<file path="config.mk">
export PLATFORM = sky130hd
export DESIGN_NAME = cepm_port_read_mux
export DESIGN_NICKNAME = d
export VERILOG_FILES = /design/src/hdl/cepm_pkg.sv /design/src/hdl/cepm_port_read_mux.sv
export VERILOG_INCLUDE_DIRS = /design/src /design/src/hdl
export SDC_FILE = /design/constraint.sdc
export NUM_CORES = 1
export LEC_CHECK = 0
export BUFFER_PORTS_ARGS = -buffer_cell sky130_fd_sc_hd__buf_4
export CAP_MARGIN = 20
export CORE_MARGIN = 1
export CORE_UTILIZATION = 33
export DETAILED_ROUTE_END_ITERATION = 6
export GPL_TIMING_DRIVEN = 0
export PLACE_DENSITY = 0.67
export SLEW_MARGIN = 20
export SYNTH_ARGS = -nofsm -noshare
export SYNTH_HDL_FRONTEND = slang
export SYNTH_SLANG_ARGS = --single-unit
</file>
<file path="constraint.sdc">
create_clock -name clk_i -period 5 [get_ports clk_i]
set_input_delay 0.25 -clock clk_i [delete_from_list [all_inputs] [get_ports clk_i]]
set_output_delay 0.25 -clock clk_i [all_outputs]
set_load 0.01 [all_outputs]
</file>
<file path="src/hdl/cepm_params.svh">
`ifndef CEPM_PARAMS_SVH
`define CEPM_PARAMS_SVH
// register byte addresses on the wishbone bus
`define CEPM_ADDR_DIR 8'h04
`define CEPM_ADDR_DATA 8'h10
`define CEPM_ADDR_OPT 8'h20
`define CEPM_ADDR_OPT2 8'h24
// option register field positions
`define CEPM_OPT_CMP1 0
`define CEPM_OPT_CMP2 1
`define CEPM_OPT_AMP 2
`define CEPM_OPT_BIT1_ZERO 3
`define CEPM_OPT_BIT3_ZERO 4
`define CEPM_OPT_GAIN 5
// reset values
`define CEPM_DIR_RST 4'h0
`define CEPM_DATA_RST 4'h0
`define CEPM_OPT_RST 6'h00
`define CEPM_OPT2_RST 8'h00
`endif

</file>
<file path="src/hdl/cepm_pkg.sv">
package cepm_pkg;
    // wishbone request as one carrier
    typedef struct packed {
        logic cyc;
        logic stb;
        logic we;
        logic [7:0] adr;
        logic [3:0] sel;
        logic [31:0] dat;
    } cepm_wb_req_type;
    // read selection mode of the port
    typedef enum logic [1:0] {
        CEPM_PLAIN,
        CEPM_CMP,
        CEPM_CMP_AMP,
        CEPM_OTHER
    } cepm_mode_type;
endpackage

</file>
<file path="src/hdl/cepm_port_read_mux.sv">
// Decided for this implementation: the Wishbone slave port and the register addresses.
`timescale 1ns/100ps
`default_nettype none
`include "cepm_params.svh"
module cepm_port_read_mux
    import cepm_pkg::*;
(
    input wire logic clk_i,
    input wire logic rst_i,
    input wire logic wb_cyc_i,
    input wire logic wb_stb_i,
    input wire logic wb_we_i,
    input wire logic [7:0] wb_adr_i,
    input wire logic [3:0] wb_sel_i,
    input wire logic [31:0] wb_dat_i,
    output logic [31:0] wb_dat_o,
    output logic wb_ack_o,
    input wire logic [3:0] ce_pin_i,
    output logic [3:0] ce_pin_o,
    output logic [3:0] ce_pin_oe_o,
    input wire logic cmp1_out_i,
    input wire logic cmp2_out_i,
    input wire logic [3:0] e_wake_edge_i,
    output logic wake_o,
    output logic cmp1_en_o,
    output logic cmp2_en_o,
    output logic amp_en_o,
    output logic gain_boost_o
);
    cepm_wb_req_type req;
    logic [3:0] dir_q, dir_d;
    logic [3:0] data_q, data_d;
    logic [5:0] opt_q, opt_d;
    logic [7:0] opt2_q, opt2_d;
    logic ack_q, ack_d;
    logic [31:0] rdat_q, rdat_d;
    logic [3:0] pin_q, pin_d, oe_q, oe_d;
    logic wake_q, wake_d;
    logic [3:0] port_rd;
    logic [3:0] plain_rd;
    logic [3:0] force_high;
    logic [3:0] wake_en;
    cepm_mode_type mode;
    logic wr, rd_go;

    assign req = '{cyc: wb_cyc_i, stb: wb_stb_i, we: wb_we_i, adr: wb_adr_i,
                   sel: wb_sel_i, dat: wb_dat_i};
    assign force_high = opt2_q[3:0];
    assign wake_en = opt2_q[7:4];
    // one new request per cycle pair: ack drops the cycle after it is given
    assign rd_go = req.cyc && req.stb && !ack_q;
    assign wr = rd_go && req.we && req.sel[0];
    // reference plain read for the checks below, written per word
    assign plain_rd = (dir_q & data_q) | (~dir_q & ce_pin_i);

    // decode the option combination into a read mode
    // all three together is unsupported and falls back to a plain read
    always_comb
    begin
        if (!opt_q[`CEPM_OPT_CMP1] && !opt_q[`CEPM_OPT_CMP2] && !opt_q[`CEPM_OPT_AMP])
            mode = CEPM_PLAIN;
        else if (opt_q[`CEPM_OPT_CMP1] && opt_q[`CEPM_OPT_AMP] && !opt_q[`CEPM_OPT_CMP2])
            mode = CEPM_CMP_AMP;
        else if (!opt_q[`CEPM_OPT_AMP])
            mode = CEPM_CMP;
        else
            mode = CEPM_OTHER; // amplifier without comparator one, or all three: pins read plainly
    end

    // port read value, per bit pin level or latch by direction
    // substituted bits ignore direction, the comparator owns those pins
    always_comb
    begin
        for (int i = 0; i < 4; i++)
            port_rd[i] = dir_q[i] ? data_q[i] : ce_pin_i[i];
        unique case (mode)
            CEPM_PLAIN, CEPM_OTHER:
            begin
            end
            CEPM_CMP:
            begin
                // pair 0/1 only for comparator one
                if (opt_q[`CEPM_OPT_CMP1])
                begin
                    port_rd[0] = cmp1_out_i;
                    port_rd[1] = opt_q[`CEPM_OPT_BIT1_ZERO] ? 1'b0 : ce_pin_i[1];
                end
                // pair 2/3 only for comparator two
                if (opt_q[`CEPM_OPT_CMP2])
                begin
                    port_rd[2] = cmp2_out_i;
                    port_rd[3] = opt_q[`CEPM_OPT_BIT3_ZERO] ? 1'b0 : ce_pin_i[3];
                end
            end
            CEPM_CMP_AMP:
            begin
                // upper pair zero, bit 0 comparator
                port_rd[0] = cmp1_out_i;
                port_rd[3:2] = 2'h0;
                port_rd[1] = opt_q[`CEPM_OPT_BIT1_ZERO] ? 1'b0 : ce_pin_i[1];
            end
        endcase
    end

    // register file and bus answer next state
    // writes land at the taking edge; the ack rises at that same edge
    // unmapped places are still acked so a stray access never hangs
    always_comb
    begin
        dir_d = dir_q;
        data_d = data_q;
        opt_d = opt_q;
        opt2_d = opt2_q;
        ack_d = rd_go;
        rdat_d = 32'h0000_0000;
        if (wr)
        begin
            unique case (req.adr)
                `CEPM_ADDR_DIR: dir_d = req.dat[3:0];
                `CEPM_ADDR_DATA: data_d = req.dat[3:0];
                `CEPM_ADDR_OPT: opt_d = req.dat[5:0];
                `CEPM_ADDR_OPT2: opt2_d = req.dat[7:0];
                default: ;
            endcase
        end
        if (rd_go && !req.we)
        begin
            unique case (req.adr)
                `CEPM_ADDR_DIR: rdat_d = {28'h0, dir_q};
                `CEPM_ADDR_DATA: rdat_d = {28'h0, port_rd};
                `CEPM_ADDR_OPT: rdat_d = {26'h0, opt_q};
                `CEPM_ADDR_OPT2: rdat_d = {24'h0, opt2_q};
                default: rdat_d = 32'h0000_0000; // unmapped reads zero
            endcase
        end
    end

    // pins and wake next state
    always_comb
    begin
        oe_d = dir_q;
        pin_d = data_q | force_high;
        wake_d = |(e_wake_edge_i & wake_en);
    end

    // registers; direction clears to input so nothing drives out of reset
    always_ff @(posedge clk_i)
    begin
        if (rst_i)
        begin
            dir_q <= `CEPM_DIR_RST;
            data_q <= `CEPM_DATA_RST;
            opt_q <= `CEPM_OPT_RST;
            opt2_q <= `CEPM_OPT2_RST;
            ack_q <= 1'b0;
            rdat_q <= 32'h0000_0000;
            pin_q <= 4'h0;
            oe_q <= 4'h0;
            wake_q <= 1'b0;
        end
        else
        begin
            dir_q <= dir_d;
            data_q <= data_d;
            opt_q <= opt_d;
            opt2_q <= opt2_d;
            ack_q <= ack_d;
            rdat_q <= rdat_d;
            pin_q <= pin_d;
            oe_q <= oe_d;
            wake_q <= wake_d;
        end
    end

    assign wb_ack_o = ack_q;
    assign wb_dat_o = rdat_q;
    assign ce_pin_o = pin_q;
    assign ce_pin_oe_o = oe_q;
    assign wake_o = wake_q;
    // option bits exported for the analog side, gain boost included
    assign cmp1_en_o = opt_q[`CEPM_OPT_CMP1];
    assign cmp2_en_o = opt_q[`CEPM_OPT_CMP2];
    assign amp_en_o = opt_q[`CEPM_OPT_AMP];
    assign gain_boost_o = opt_q[`CEPM_OPT_GAIN];
endmodule
`default_nettype wire

</file>
==> metrics.yaml <==
finish:
  layout_commonest_cell: "buf_4"
  layout.nets: 334
  fin_util_pct: 46.6
  diodes: 0
  final_cell_mix: "77 x buf_4, 40 x dfxtp_1, 31 x nor2_1, 24 x conb_1, 23 x mux2i_1"
  final_cells: 348
  drive_above_1_share_pct: 34.4
  syn_to_final_growth_pct: 36.5
sta:
  maxSlewViolCount: 0
  min_period_ns: 2.16
  worst_slew_pin_slew_ns: 0.707
  fin_setup_tns_ns: 0
  min_period_over_period_pct: 43.2
  rsz0062_at_grt: "no"
  setup_viol: 0
  slew_headroom_pct: 52.4
  hold_ws_ns: 0.192
  worst_clock_skew_ns: 0.00791
  finalHoldViolCount: 0
  max_freq_mhz: 463
critical_path:
  r2r_slack_ns: 2.84
  worst_ep_arrival_time_ns: 2.33
  timing_worst_setup_path_type: "reg -> reg"
  required_ns: 5.17
  r2r-start: "wb_ack_o"
  end_kind: "flop"
  reg2reg_to: "opt2_q[0]"
  reg2regPathDepth: 4
  startpoint_type: "flop"
  path_max_fanout: 8
cts:
  cts_tree: "built"
  htreeDepth: 2
  cts_resized: 0
  numCtsBuffers: 5
  root_buffer: "clkbuf_8"
  numClockSinks: 40
  cts_buffer_depth: 2
  insertion_delay_ns: 0.29
  ctsHoldBuffers: 0
  cts_setup_buffers: 0
  clkTransAtPathRegs_ns: 0.08
power_and_ir_drop:
  p_int_w: 0.000503
  power_density_nw_per_um2: 253
  combinationalPowerShare_pct: 10.6
  swShare_pct: 22.0
  p_seq_share_pct: 49.5
  ir_drop_mv: 0.0983
  p_leak_nw: 1.26
  switching_power_w: 0.000142
  power_frac_clock_pct: 39.9
min_path:
  hp-class: "in -> reg"
  min_from: "rst_i"
  hold_depth: 2
  hold_path_end: "ce_pin_oe_o[0]"
drt:
  wl_per_cell_um: 12.9
  ant_nets: 0
  vias: 1586
  vias_per_cell: 4.56
  drc: 0
  drt-pass1-iter-count: 4
  wirelength_um: 4480
  drtIter0Drc: 72
floorplanning:
  io_pins: 105
  start_util_pct: 34.1
  dieWidth_um: 77.2
  num_rows: 27
  die_area_um2: 5960
  dieHeight_um: 77.2
  core_um2: 5470
place:
  dp_cells: 340
  port_buffers: 53
  gp_congestion: 0.768
  dp.final_hpwl_um: 3290
synth:
  synth.cell_area_um2: 1870
  syn_avg_cell_area_um2: 9.72
  seq_area_frac_synth_pct: 42.9
  syn_inst: 192
  yosys_warnings: 0
  ys_ff_latch: 40
  yosysUniqueCellTypes: 35
status:
  status: "complete, no violations"
global_routing:
  grt_usage_pct: 15.3
  grt_max_degree: 13
  grt_pass1_vias: 1518
  grt_overflow_total: 0
  grt_antenna_before_repair: 0
  grt_pass1_wl_um: 7110
flow_run:
  cap_violations: 0
==> cell families (layout without fill, tap and decap cells) <==
kind of cell,after synthesis,after routing,synth area share [%]
AO/OA/AOI/OAI,17,17,6.50
buffers and inverters,32,93,11.3
flip-flops,40,40,42.9
multiplexers,33,33,19.2
other,1,24,0.201
AND/OR/NAND/NOR,69,69,19.9
==> state kept, by name, summed over array words and instances (netlist names) <==
signal	count
ce_pin_o	4
ce_pin_oe_o	4
data_q	4
dir_q	4
opt2_q	8
opt_q	6
wake_o	1
wb_ack_o	1
wb_dat_o	8
==> worst max-delay path, cell delays in order, from the launching register on <==
cell	delay [ns]
dfxtp_1	0.32
nor4bb_1	0.62
nand4_1	0.66
mux2i_1	0.38
nor2_1	0.06
==> metal layers <==
| metal | up-vias | part of all wire, % | wire, µm | track usage [%] |
|---|---|---|---|---|
| met5 | - | 0 | 0 | 0 |
| met4 | 0 | 0.98 | 44 | 7.17 |
| met3 | 4 | 9.1 | 408 | 4.52 |
| met2 | 67 | 47 | 2120 | 24.4 |
| met1 | 728 | 43 | 1910 | 18.9 |
| li1 | 787 | - | - | - |
==> Yosys cell counts <==
| cell type | count | area share (%) |
|---|---|---|
| a2111oi_0 | 1 | 0.47 |
| a211oi_1 | 1 | 0.40 |
| a21boi_0 | 1 | 0.40 |
| a21oi_1 | 3 | 0.80 |
| a221oi_1 | 1 | 0.47 |
| a22oi_1 | 5 | 2.0 |
| and3_1 | 1 | 0.34 |
| and4_1 | 2 | 0.94 |
| and4b_1 | 1 | 0.54 |
| buf_1 | 2 | 0.40 |
| buf_2 | 1 | 0.27 |
| buf_4 | 24 | 9.7 |
| clkbuf_1 | 5 | 1.0 |
| conb_1 | 1 | 0.20 |
| dfxtp_1 | 40 | 43 |
| mux2_2 | 6 | 3.6 |
| mux2_4 | 4 | 3.2 |
| mux2i_1 | 23 | 12 |
| nand2_1 | 4 | 0.80 |
| nand2b_1 | 2 | 0.67 |
| nand3b_1 | 2 | 0.80 |
| nand4_1 | 1 | 0.34 |
| nand4b_1 | 3 | 1.4 |
| nor2_1 | 31 | 6.2 |
| nor2b_1 | 11 | 3.7 |
| nor3_1 | 3 | 0.80 |
| nor3b_1 | 2 | 0.80 |
| nor4_1 | 1 | 0.34 |
| nor4bb_1 | 2 | 1.1 |
| o211ai_1 | 1 | 0.40 |
| o21ai_0 | 2 | 0.54 |
| o22a_1 | 1 | 0.47 |
| o32a_1 | 1 | 0.54 |
| or3_1 | 1 | 0.34 |
| or4_1 | 2 | 0.80 |
==> area by class of cell <==
class                   instances  area [µm²]
clock inverters                 2        35.0
multi-input cells             143         941
well taps                      72        90.1
clock buffers                   6        72.6
flip-flops and latches         40         801
fillers                       548        2920
plain buffers                  32         211
repair buffers                 53         398
==> how the worst max path moves through the flow <==
stage | startpoint | to | slack, ns | cells past startpoint
floorplan | wb_adr_i[1] | dir_q[0] | 3.23 | 4
global placement | wb_adr_i[1] | opt2_q[4] | 2.88 | 5
detailed placement | wb_adr_i[1] | opt2_q[0] | 2.82 | 5
CTS | wb_ack_o | opt2_q[0] | 2.81 | 4
global route | wb_ack_o | opt2_q[7] | 2.69 | 4
finish | wb_ack_o | opt2_q[0] | 2.84 | 4
==> through the flow <==
step	total power (W)	area [µm²]	setup slack [ns]
final	0.000645	2550	2.84
after floorplan	0.000364	1950	3.23
after detailed placement	0.000394	2440	2.82
after CTS	0.000649	2550	2.81
after global placement	0.000394	2440	2.88
after global routing	0.000668	2550	2.69
==> power groups by stage <==
stage	registers [W]	clock network, W	logic [W]
finish	0.000319	0.000257	0.0000684
global route	0.000319	0.000275	0.0000741
CTS	0.000319	0.000263	0.0000675
detailed placement	0.000326	0	0.0000674
global placement	0.000326	0	0.0000675
floorplan	0.000326	0	0.0000379
No activity file was read; power rests on OpenSTA's default activity.
